==> src/rtl/sepa_pkg.sv <==
/*
 * shared constants for the protected serial eeprom link: instruction
 * opcodes, word sizes, programming time and the host controller's registers.
 * assumes a 40 mhz system clock on both ends.
 */
package sepa_pkg;
   // ==========================================================
   // serial instruction format
   localparam int DATA_W = 16;
   localparam int ADDR_W_DEF = 6;
   localparam logic [1:0] OPC_MISC = 2'h0;
   localparam logic [1:0] OPC_WRITE = 2'h1;
   localparam logic [1:0] OPC_READ = 2'h2;
   localparam logic [1:0] OPC_CLEAR = 2'h3;
   // top two address bits of a misc instruction
   localparam logic [1:0] SUB_ENABLE = 2'h3;
   localparam logic [1:0] SUB_DISABLE = 2'h0;

   // ==========================================================
   // timing
   localparam int CLK_PERIOD_NS = 25;
   localparam int PROG_TIME_NS = 4000;
   localparam int PROG_CYCLES = (PROG_TIME_NS + CLK_PERIOD_NS - 1) / CLK_PERIOD_NS;
   localparam int SHIFT_BITS = 8;

   // ==========================================================
   // host controller registers
   localparam logic [7:0] REG_CTRL = 8'h00;
   localparam logic [7:0] REG_DATA = 8'h04;
   localparam logic [7:0] REG_STAT = 8'h08;
   localparam int CTRL_CS = 0;
   localparam int CTRL_PROG_EN = 1;
   localparam int CTRL_PROT_ACC = 2;
   localparam int CTRL_RATIO = 3;
   localparam int CTRL_MASTER_SLAVE_SELECT = 5;
   localparam logic [5:0] CTRL_RST = 6'h30;
   localparam int STAT_BUSY = 0;
   localparam int STAT_LINE = 1;
   localparam logic [7:0] BYTE_RST = 8'h00;
endpackage : sepa_pkg

==> src/rtl/sepa_link_if.sv <==
/*
 * three-wire serial link plus chip select and the two enable pins.
 * assumes the host drives every pin except the data-out line, which the
 * eeprom drives only while its enable is high; otherwise it is pulled high.
 */
`timescale 1ns/1ps
interface sepa_link_if;
   logic chip_select;
   logic shift_clock;
   logic eeprom_serial_in;
   logic eeprom_serial_out;
   logic serial_out_oe;
   logic program_enable_pin;
   logic protect_access_pin;
   logic serial_out_line;

   // ==========================================================
   // wire level of the data-out line, pulled high when released
   assign serial_out_line = serial_out_oe ? eeprom_serial_out : 1'b1;

   modport dev(input chip_select, input shift_clock, input eeprom_serial_in,
      input program_enable_pin, input protect_access_pin,
      output eeprom_serial_out, output serial_out_oe);
   modport host(output chip_select, output shift_clock, output eeprom_serial_in,
      output program_enable_pin, output protect_access_pin, input serial_out_line);
endinterface : sepa_link_if

==> src/rtl/sepa_device.sv <==
/*
 * eeprom end: serial eeprom with a protect register, program enable
 * latches, one-time lock and a self-timed programming cycle.
 * assumes link pins arrive asynchronously and are sampled by clk_in.
 */
`timescale 1ns/1ps

// How it works
// RQ1 - program enable pin low blocks all programming
// RQ2 - protect register value splits writable and protected
// RQ3 - addresses at or above protect value refuse writes
// RQ4 - protect access pin low blocks protect changes
// RQ5 - host raises protect access pin for protect ops
// RQ6 - lock instruction freezes protect register for good
// RQ7 - enable instruction opens, disable closes programming
// RQ8 - start bit, opcode, address, data; read 10
// RQ9 - host shift port wired to clock, data lines
// RQ10 - host port runs master, makes the clock
// RQ11 - host clock is system clock over 2/4/8
// RQ12 - host busy bit shifts eight bits, early clear
// RQ13 - host aligns instructions on byte boundaries
// RQ14 - set then clear busy gives one pulse
// RQ15 - longer addresses need two extra alignment bits
// RQ16 - write is start bit plus three bytes
// RQ17 - chip select fall starts the programming cycle
// RQ18 - host checks data-out before next instruction
// RQ19 - data-out rises when programming completes
// RQ20 - read sends dummy zero then data bits
// RQ21 - host takes dummy bit with one pulse
// RQ22 - host logs downward, advancing the protect boundary
// RQ23 - host holds chip select through whole instruction
module sepa_device #(
   parameter int ADDR_W = sepa_pkg::ADDR_W_DEF,
   parameter int PROG_CYCLES = sepa_pkg::PROG_CYCLES
) (
   input wire logic clk_in,
   input wire logic resetn_in,
   sepa_link_if.dev link,
   output logic prog_busy_out,
   output logic locked_out
);
   import sepa_pkg::*;

   typedef enum logic [2:0] {ST_IDLE, ST_OPC, ST_ADDR, ST_DATA, ST_READ, ST_HOLD}
      sepa_dev_state_type;
   localparam int TW = $clog2(PROG_CYCLES + 1);

   logic [4:0] s1_q;
   logic [4:0] s2_q;
   logic cs_d_q, sk_d_q;
   sepa_dev_state_type state_q;
   logic [4:0] cnt_q;
   logic [1:0] opc_q;
   logic [ADDR_W-1:0] addr_q;
   logic [ADDR_W-1:0] prot_q;
   logic [DATA_W-1:0] shreg_q;
   logic pre_q, rd_bit_q, wen_q, pren_q, prot_on_q, lock_q, poll_q;
   logic dout_q, doe_q, busy_q;
   logic [TW-1:0] tmr_q;
   logic [DATA_W-1:0] mem [2**ADDR_W];

   // ==========================================================
   // pin synchronisers: chip select, clock, data in, enables
   always_ff @(posedge clk_in or negedge resetn_in) begin
      if (!resetn_in) begin
         s1_q <= 5'h00;
         s2_q <= 5'h00;
         cs_d_q <= 1'b0;
         sk_d_q <= 1'b0;
      end else begin
         s1_q <= {link.chip_select, link.shift_clock, link.eeprom_serial_in,
                  link.program_enable_pin, link.protect_access_pin};
         s2_q <= s1_q;
         cs_d_q <= s2_q[4];
         sk_d_q <= s2_q[3];
      end
   end

   // ==========================================================
   // synced pins, edges and instruction decode
   wire cs_w = s2_q[4];
   wire sk_w = s2_q[3];
   wire din_w = s2_q[2];
   wire pen_w = s2_q[1];
   wire pacc_w = s2_q[0];
   wire sk_rise = sk_w & ~sk_d_q;
   wire cs_fall = ~cs_w & cs_d_q;
   wire busy_w = (tmr_q != '0);
   wire start_bit = cs_w & sk_rise & (state_q == ST_IDLE) & din_w & ~busy_w;
   wire last_addr = (cnt_q == 5'(ADDR_W - 1));
   wire [ADDR_W-1:0] nxt_addr = {addr_q[ADDR_W-2:0], din_w};
   wire [ADDR_W-1:0] inc_addr = addr_q + 1'b1;
   wire [DATA_W-1:0] rd_word = pre_q ? DATA_W'(prot_q) : mem[nxt_addr];
   wire [1:0] sub_w = addr_q[ADDR_W-1 -: 2];
   wire is_misc = (opc_q == OPC_MISC);
   wire commit = cs_fall & (state_q == ST_HOLD) & ~busy_w; // RQ17
   wire pr_ok = pre_q & pacc_w & pren_q & ~lock_q & pen_w; // RQ1 RQ4 RQ6
   wire do_wen = commit & ~pre_q & is_misc & (sub_w == SUB_ENABLE);
   wire do_wds = commit & ~pre_q & is_misc & (sub_w == SUB_DISABLE);
   wire do_pren = commit & pre_q & pacc_w & is_misc & (sub_w == SUB_ENABLE);
   wire do_protect_lock_instr = commit & pr_ok & is_misc & (sub_w == SUB_DISABLE);
   wire do_prclr = commit & pr_ok & (opc_q == OPC_CLEAR) & (&addr_q);
   wire do_prwr = commit & pr_ok & (opc_q == OPC_WRITE);
   wire prot_hit = prot_on_q & (addr_q >= prot_q); // RQ2 RQ3
   wire do_write = commit & ~pre_q & (opc_q == OPC_WRITE) & wen_q & pen_w & ~prot_hit;
   wire start_prog = do_write | do_prwr | do_prclr | do_protect_lock_instr;

   // ==========================================================
   // instruction receiver and read shifter, one step per clock rise
   always_ff @(posedge clk_in or negedge resetn_in) begin
      if (!resetn_in) begin
         state_q <= ST_IDLE;
         cnt_q <= 5'h00;
         opc_q <= 2'h0;
         addr_q <= '0;
         shreg_q <= '0;
         pre_q <= 1'b0;
         rd_bit_q <= 1'b0;
      end else if (!cs_w) begin
         state_q <= ST_IDLE;
      end else if (sk_rise) begin
         case (state_q)
            ST_IDLE: begin
               if (start_bit) begin
                  state_q <= ST_OPC; // RQ8
                  cnt_q <= 5'h00;
                  pre_q <= pacc_w;
               end
            end
            ST_OPC: begin
               opc_q <= {opc_q[0], din_w};
               cnt_q <= cnt_q + 5'h01;
               if (cnt_q == 5'h01) begin
                  state_q <= ST_ADDR;
                  cnt_q <= 5'h00;
               end
            end
            ST_ADDR: begin
               addr_q <= nxt_addr;
               cnt_q <= cnt_q + 5'h01;
               if (last_addr) begin
                  cnt_q <= 5'h00;
                  if (opc_q == OPC_READ) begin
                     state_q <= ST_READ;
                     shreg_q <= rd_word;
                     rd_bit_q <= 1'b0; // RQ20
                  end else if (opc_q == OPC_WRITE && !pre_q) begin
                     state_q <= ST_DATA; // RQ8
                  end else begin
                     state_q <= ST_HOLD;
                  end
               end
            end
            ST_DATA: begin
               shreg_q <= {shreg_q[DATA_W-2:0], din_w};
               cnt_q <= cnt_q + 5'h01;
               if (cnt_q == 5'(DATA_W - 1)) begin
                  state_q <= ST_HOLD;
               end
            end
            ST_READ: begin
               rd_bit_q <= shreg_q[DATA_W-1]; // RQ20
               shreg_q <= {shreg_q[DATA_W-2:0], 1'b0};
               cnt_q <= cnt_q + 5'h01;
               if (cnt_q == 5'(DATA_W - 1)) begin
                  cnt_q <= 5'h00;
                  addr_q <= inc_addr;
                  shreg_q <= mem[inc_addr];
               end
            end
            ST_HOLD: state_q <= ST_HOLD;
            default: state_q <= ST_IDLE;
         endcase
      end
   end

   // ==========================================================
   // enable latches, protect register, lock and programming timer
   always_ff @(posedge clk_in or negedge resetn_in) begin
      if (!resetn_in) begin
         wen_q <= 1'b0;
         pren_q <= 1'b0;
         prot_on_q <= 1'b0;
         prot_q <= '0;
         lock_q <= 1'b0;
         poll_q <= 1'b0;
         tmr_q <= '0;
      end else begin
         if (do_wen) begin
            wen_q <= 1'b1; // RQ7
         end else if (do_wds) begin
            wen_q <= 1'b0; // RQ7
         end
         if (commit) begin
            pren_q <= do_pren & wen_q; // RQ7
         end
         if (do_prwr) begin
            prot_q <= addr_q; // RQ2
            prot_on_q <= 1'b1;
         end else if (do_prclr) begin
            prot_on_q <= 1'b0;
         end
         if (do_protect_lock_instr) begin
            lock_q <= 1'b1; // RQ6
         end
         if (start_prog) begin
            tmr_q <= TW'(PROG_CYCLES); // RQ17
            poll_q <= 1'b1;
         end else begin
            if (busy_w) begin
               tmr_q <= tmr_q - 1'b1;
            end
            if (start_bit) begin
               poll_q <= 1'b0;
            end
         end
      end
   end

   // array update at the start of the programming cycle
   always_ff @(posedge clk_in) begin
      if (do_write) begin
         mem[addr_q] <= shreg_q; // RQ1 RQ3 RQ17
      end
   end

   // ==========================================================
   // data-out: read bits, or ready status while selected after a program
   always_ff @(posedge clk_in or negedge resetn_in) begin
      if (!resetn_in) begin
         dout_q <= 1'b0;
         doe_q <= 1'b0;
         busy_q <= 1'b0;
      end else begin
         doe_q <= cs_w & ((state_q == ST_READ) | ((state_q == ST_IDLE) & poll_q));
         dout_q <= (state_q == ST_READ) ? rd_bit_q : ~busy_w; // RQ19 RQ20
         busy_q <= busy_w;
      end
   end

   assign link.eeprom_serial_out = dout_q;
   assign link.serial_out_oe = doe_q;
   assign prog_busy_out = busy_q;
   assign locked_out = lock_q;
endmodule : sepa_device

==> src/flat_wrapper.sv <==
// flat-port wrapper written by rule: the top's interface ports become plain ports
module sepa_device_flat import sepa_pkg::*;
#(
   parameter int ADDR_W = sepa_pkg::ADDR_W_DEF,
   parameter int PROG_CYCLES = sepa_pkg::PROG_CYCLES
)
  (clk_in, resetn_in, prog_busy_out, locked_out, link_chip_select, link_shift_clock, link_eeprom_serial_in, link_program_enable_pin, link_protect_access_pin, link_eeprom_serial_out, link_serial_out_oe);
  sepa_link_if link_i ();
  input wire logic clk_in;
  input wire logic resetn_in;
  output logic prog_busy_out;
  output logic locked_out;
  input wire logic [$bits(link_i.chip_select)-1:0] link_chip_select;
  input wire logic [$bits(link_i.shift_clock)-1:0] link_shift_clock;
  input wire logic [$bits(link_i.eeprom_serial_in)-1:0] link_eeprom_serial_in;
  input wire logic [$bits(link_i.program_enable_pin)-1:0] link_program_enable_pin;
  input wire logic [$bits(link_i.protect_access_pin)-1:0] link_protect_access_pin;
  output wire logic [$bits(link_i.eeprom_serial_out)-1:0] link_eeprom_serial_out;
  output wire logic [$bits(link_i.serial_out_oe)-1:0] link_serial_out_oe;
  assign link_i.chip_select = link_chip_select;
  assign link_i.shift_clock = link_shift_clock;
  assign link_i.eeprom_serial_in = link_eeprom_serial_in;
  assign link_i.program_enable_pin = link_program_enable_pin;
  assign link_i.protect_access_pin = link_protect_access_pin;
  assign link_eeprom_serial_out = link_i.eeprom_serial_out;
  assign link_serial_out_oe = link_i.serial_out_oe;
  sepa_device #(.ADDR_W(ADDR_W), .PROG_CYCLES(PROG_CYCLES)) u_core (.clk_in(clk_in), .resetn_in(resetn_in), .link(link_i), .prog_busy_out(prog_busy_out), .locked_out(locked_out));
endmodule
==> config.mk <==
export PLATFORM = sky130hd
export DESIGN_NAME = sepa_device_flat
export DESIGN_NICKNAME = d
export VERILOG_FILES = /design/src/rtl/sepa_pkg.sv /design/src/rtl/sepa_link_if.sv /design/src/rtl/sepa_device.sv /design/src/flat_wrapper.sv
export SDC_FILE = /design/constraint.sdc
export NUM_CORES = 2
export LEC_CHECK = 0
export BUFFER_PORTS_ARGS = -buffer_cell sky130_fd_sc_hd__buf_2
export CAP_MARGIN = 0
export CORE_AREA = 2 2 456 458
export DETAILED_ROUTE_END_ITERATION = 8
export DIE_AREA = 0 0 458 460
export MAX_ROUTING_LAYER = met4
export SLEW_MARGIN = 10
export SYNTH_ARGS = -nofsm -noshare
export SYNTH_HDL_FRONTEND = slang
export SYNTH_SLANG_ARGS = --single-unit
==> constraint.sdc <==
create_clock -name clk_in -period 9.3 [get_ports clk_in]
set_input_delay 0 -clock clk_in [delete_from_list [all_inputs] [get_ports clk_in]]
set_output_delay 0 -clock clk_in [all_outputs]
set_load 0.005 [all_outputs]
Word-level counts from Yosys, hierarchy flattened
Memory sizes are Yosys's and may differ from the RTL's.
Cells that the tools add are included.
- register bits after elaboration: 68
- bits in writable memories: 1024
- input bits: 7
- output and inout bits: 4
- logic and storage cells: 148
- memories: 1
- memory list (name ; depth ; width ; rd ports ; clocked after Yosys merged registers in ; write ports ; line ; RTL):
    u_core.mem ; 64 ; 16 ; 2 ; 0 ; 1 ; sepa_device.sv:60 ; logic [DATA_W-1:0] mem [2**ADDR_W];
- $add $sub $neg: 3
- magnitude comparators: 1
- equality and inequality tests: 22
- mux-type cells: 35
- bitwise gates (word level): 44
- reductions and logical operators: 21
- operators with widths (cell ; number):
    16-bit 2-to-1 mux ; 4
    16-bit one-hot mux with 3 select lines ; 1
    1-bit AND ; 34
    5-bit one-hot mux with 5 select lines ; 1
    3-bit 2-to-1 mux ; 8
    5-bit 2-to-1 mux ; 4
    3-bit one-hot mux with 6 select lines ; 1
    8-bit 2-to-1 mux ; 2
    3-bit inequality test, second input constant ; 4
    6-bit one-hot mux with 2 select lines ; 1
    4-bit AND reduction ; 3
    6-bit AND reduction ; 2
    1-bit 2-to-1 mux ; 11
    5-bit AND reduction ; 2
    2-bit nonzero test ; 5
    2-bit by 1-bit inequality test with 1-bit output, second input constant ; 4
    8-bit nonzero test ; 1
    8-bit by 1-bit subtractor with 8-bit output, second input constant ; 1
    6-bit by 1-bit adder with 6-bit output, second input constant ; 1
    2-bit equality test, second input constant ; 3
    3-bit by 2-bit equality test with 1-bit output, second input constant ; 2
    3-bit equality test, second input constant ; 2
    6-bit >= comparator ; 1
    6-bit 2-to-1 mux ; 1
    other kinds (17) ; 27

Longest topological paths before layout
- depth in word-level cells: 13
- depth in mapped cells: 14
- gate-level depth less buffers: 10

Worst setup path before layout
Ideal clock, no wire load.
- path type: register to register
- from: register u_core.addr_q[0]
- to: memory u_core.mem[57][0] (enable)
- setup time: 0.389 ns
- data arrival time: 4.028 ns
- required time: 8.911 ns
- setup slack: 4.883 ns
- cell stages (with the launch flop): 15
- buffers on the path: 5
- clock period less this slack: 4.417 ns
- cell sequence: dfrtp_1 buf_2 buf_4 buf_2 buf_2 clkinv_1 clkbuf_1 ha_1 nand2b_1 a21o_1 a21o_1 a21o_1 a21oi_1 o2111ai_1 nor2_1
- longest elaborated chain between the ends: 6
- RTL lines (what ; line ; RTL):
    start: declaration ; sepa_device.sv:54 ; logic [ADDR_W-1:0] addr_q;
    start signal: assignment ; sepa_device.sv:139 ; addr_q <= nxt_addr;
    start signal: assignment ; sepa_device.sv:167 ; addr_q <= inc_addr;
    6-bit >= comparator ; sepa_device.sv:104 ; wire prot_hit = prot_on_q & (addr_q >= prot_q);
    1-bit AND ; sepa_device.sv:104 ;
    1-bit NOT ; sepa_device.sv:105 ; wire do_write = commit & ~pre_q & (opc_q == OPC_WRITE) & wen_q & pen_w & ~prot_hit;
    1-bit AND ; sepa_device.sv:105 ;
    1-bit 2-to-1 mux ; sepa_device.sv:222 ; if (do_write) begin
    1-bit 2-to-1 mux (not written as such) ; sepa_device.sv:223 ; mem[addr_q] <= shreg_q;
    end: declaration ; sepa_device.sv:60 ;
Several ways; a longest one is shown, not always the timed one.

Worst setup path in the final report
- from: register u_core.addr_q[0]
- to: memory u_core.mem[5][6] (enable)
Same word-level chain as after synthesis.

==> summary.md <==
| Metric | Value |
|---|---|
| Status | finished clean |
| Final setup viols | 0 |
| Slowest CP cell | dfrtp_4 |
| Worst path cell trace | clkinv_1 -> ha_1 -> nand2b_1 -> a21o_1 -> a21o_1 -> a21o_1 -> a21oi_1 -> o2111ai_1 -> buf_4 -> nor2_2 |
| Setup crit end kind | flip-flop |
| Final worst-path cycle share | 61.2% |
| Syn_nets | between 2k and 3k |
| Most used cell, CP | a21o_1 |
| F_max | ~0.18 GHz |
| Vias per cell | 5.42 |
| Largest net degree at the start of global routing | 108 |
| Setup Skew | around 0.072 ns |
| Post-synthesis sequential area ratio | between 60% and 70% |
| First-pass GRT wire length | between 200000 and 250000 µm |
| Clock Pin Slew Worst Setup and Hold Paths | 0.07 ns |
| Post-synth ARST share | 6.23% |
| Critical path buffer and inverter count | 2 |
| Chip Height | 460 µm |
| Worst endpoint required time | 9.66 ns |
| Hold crit path type | input port to async pin |
| CP Data Arrival Time | 6.05 ns |
| PD cells | between 150 and 200 mW/mm² |
| Post-CTS resize count | 0 |
| Die footprint | 0.211 mm² |
| GRT Util Overall | 15.7% |
| Mapped cell area | 0.0513 mm² |
| Slew HR | 20.0% |
| Register area | about 0.033 mm² |
| CTS tree | built |
| Layout cells sized above 1 | 28.7% |
| Clk root buf | clkbuf_16 |
| Final min period | about 5.7 ns |
| Routed Antenna Nets | 0 |
| DPL Wire Length | roughly 100000 µm |
| Leak pwr | between 15 and 20 nW |
| Top-area cell type share of the netlist area | 60.0% |
| RSZ-0062 raised after global routing | no |
| Synth Area in Adders | 0.317% |
| Multi-input combinational cell area | 0.0178 mm² |
| Worst Max-Slew Pin Slew | 1.19 ns |
| Maximum VDD drop | 0.154 mV |
| Top delay family on crit path | compound AO/OA/AOI/OAI gates |
| # hold bufs at CTS | 13 |
| Xor/xnor share of the synthesized area | 0.310% |
| FILL cells | 20.3k |
| I/O pin count | 11 |
| GRT overflow | 0 |
| Drt drc | 0 |
| Largest stage delay, worst path | a little over 0.9 ns |
| Complex-gate fraction of the synthesized area | 4.17% |
| Core box area | 0.206 mm² |
| Wire per inst | 28.9 µm |
| Horiz. Die Dim | 458 µm |
| Mean Syn Cell Area | 17.7 µm² |
| Clk_lat worst skew | ~0.77 ns |
| Max Cap Viol | 0 |
| Synth area leaders | edfxtp_1 60%, mux4_2 21%, dfrtp_1 3.3% |
| Gpl congestion | 0.949 |
| CTS Buf Count | 111 |
| Simple-gate area share of the yosys netlist | 5.27% |
| FP Rows | 167 |
| Initial DRC Count | ~5.4k |
| Routed WL | 164000 µm |
| Initial core utilization | 24.9% |
| Final hold vios | 0 |
| Synth Register Bits | 1092 |
| Final slew viol count | 0 |
| Nets@finish | 2901 |
| Largest family of logic cells by synthesized area | multiplexers |
| DRT Pass-1 Iters | 6 |
| Worst Setup Start Kind | flip-flop |
| PortBufs | 10 |
| Cell taking the most area after synthesis | edfxtp_1 |
| Area delta synth->final | 13.4% |
| Setup TNS | 0 ns |
| Yosys warns | 0 |
| Total number of vias | between 30k and 40k |
| Setup Fix Bufs, Post-CTS | 0 |
| Cells after synthesis | approximately 2.9k |
| Synth cell count leaders | 1024 x edfxtp_1, 484 x mux4_2, 241 x nand2_1, 128 x mux2i_1, 126 x nor2_1 |
| Post-synthesis mux area share | 24.2% |
| Post-route design area | a little under 0.06 mm² |
| H-Tree Depth | 3 |
| Unique masters post-synth | 69 |
| Clock tree buffer depth | 3 |
| Vias in the first global route | 29.6k |
| Count leader, synth | edfxtp_1 |
| Most used DFF post-synth | edfxtp_1 |
| Placed cell areas | around 0.054 mm² |
| Post-synth EDFFs | between 1k and 1.5k |
| Clock Sinks | approximately 1.1k |
| CP Max Fanout | approximately 40 |
| Antenna violations before repair | 5 |
| CP Class | flip-flop to flip-flop |
logic make-up after synthesis:
group	Yosys count
multiplexers	631
AO/OA/AOI/OAI	301
buffers and inverters	235
flip-flops	1092
adder cells (fa/ha/maj)	13
XOR/XNOR	16
AND/OR/NAND/NOR	603
metrics by stage:
step	total power (W)	util, %	hold slack, ns	setup slack [ns]	std cells
finish	0.00986	28.2	0.305	3.61	5682
global route	0.0101	28.2	0.319	3.54	5681
CTS	0.00991	28.2	0.262	3.78	5680
detailed placement	0.00552	26.4	-0.0505	3.75	5459
global placement	0.00552	26.4	-0.0544	3.76	5459
floorplan	0.00548	-	-0.296	4.88	2891
final timing paths:
check	cells past startpoint	slack, ns	from	end
worst max register to register	10	3.61	u_core.addr_q[0]	u_core.mem[5][6]
worst min register to register	0	0.35	u_core.s1_q[2]	u_core.s2_q[2]
min in group clk_in	0	0.35	u_core.s1_q[2]	u_core.s2_q[2]
worst min-delay path	4	0.30	resetn_in	u_core.s1_q[1]
worst max-delay path	10	3.61	u_core.addr_q[0]	u_core.mem[5][6]
max in group asynchronous	4	8.30	resetn_in	u_core.addr_q[0]
layout make-up:
type	count	share of cell area [%]
Clock inverter	76	1.18
Timing Repair Buffer	90	1.35
Inverter	22	0.142
Antenna cell	2	0.00860
Sequential cell	1092	55.9
Multi-Input combinational cell	1564	30.6
Clock buffer	132	4.98
Tap cell	2704	5.82
placed cells by master (no fill, tap or decap), drive strengths merged, types with 15 or more instances in the layout:
master and instances:
edfxtp 1024, mux4 484, nand2 241, clkbuf 132, mux2i 128, nor2 126
nand3 114, buf 78, dfrtp 68, clkinv 57, o21ai 45, a21oi 40
nor3 33, a22oi 31, o22ai 23, inv 23, a31oi 21, mux2 19
nand4 16, o2111ai 15, and3 15
power by group:
group / leakage (nW) / switching [W] / internal (W)
sequential: 12.8 / 0.00000979 / 0.00530
combinational: 4.74 / 0.0000770 / 0.0000429
clock: 1.73 / 0.00198 / 0.00246
state kept, by name, indices dropped and copies added, names as in the netlist, 2 cells and up:
register	cells
u_core.shreg_q	16
u_core.addr_q	6
u_core.state_q	3
u_core.prot_q	6
u_core.opc_q	2
u_core.mem	1024
u_core.cnt_q	5
u_core.s2_q	5
u_core.s1_q	5
u_core.tmr_q	8
routing by layer:
layer | routed length, µm | share of wire [%] | GRT usage, %
met4 | 7040 | 4.3 | 5.58
met2 | 72600 | 44 | 22.9
met5 | 0 | 0 | -
met3 | 20000 | 12 | 4.73
met1 | 64800 | 39 | 20.8
worst min-delay path: stages:
cell and delay (ns):
dlygate4sd3_1 0.52, dlygate4sd3_1 0.55, buf_4 0.13, buf_12 0.19
Power figures use the tool's default switching activity.
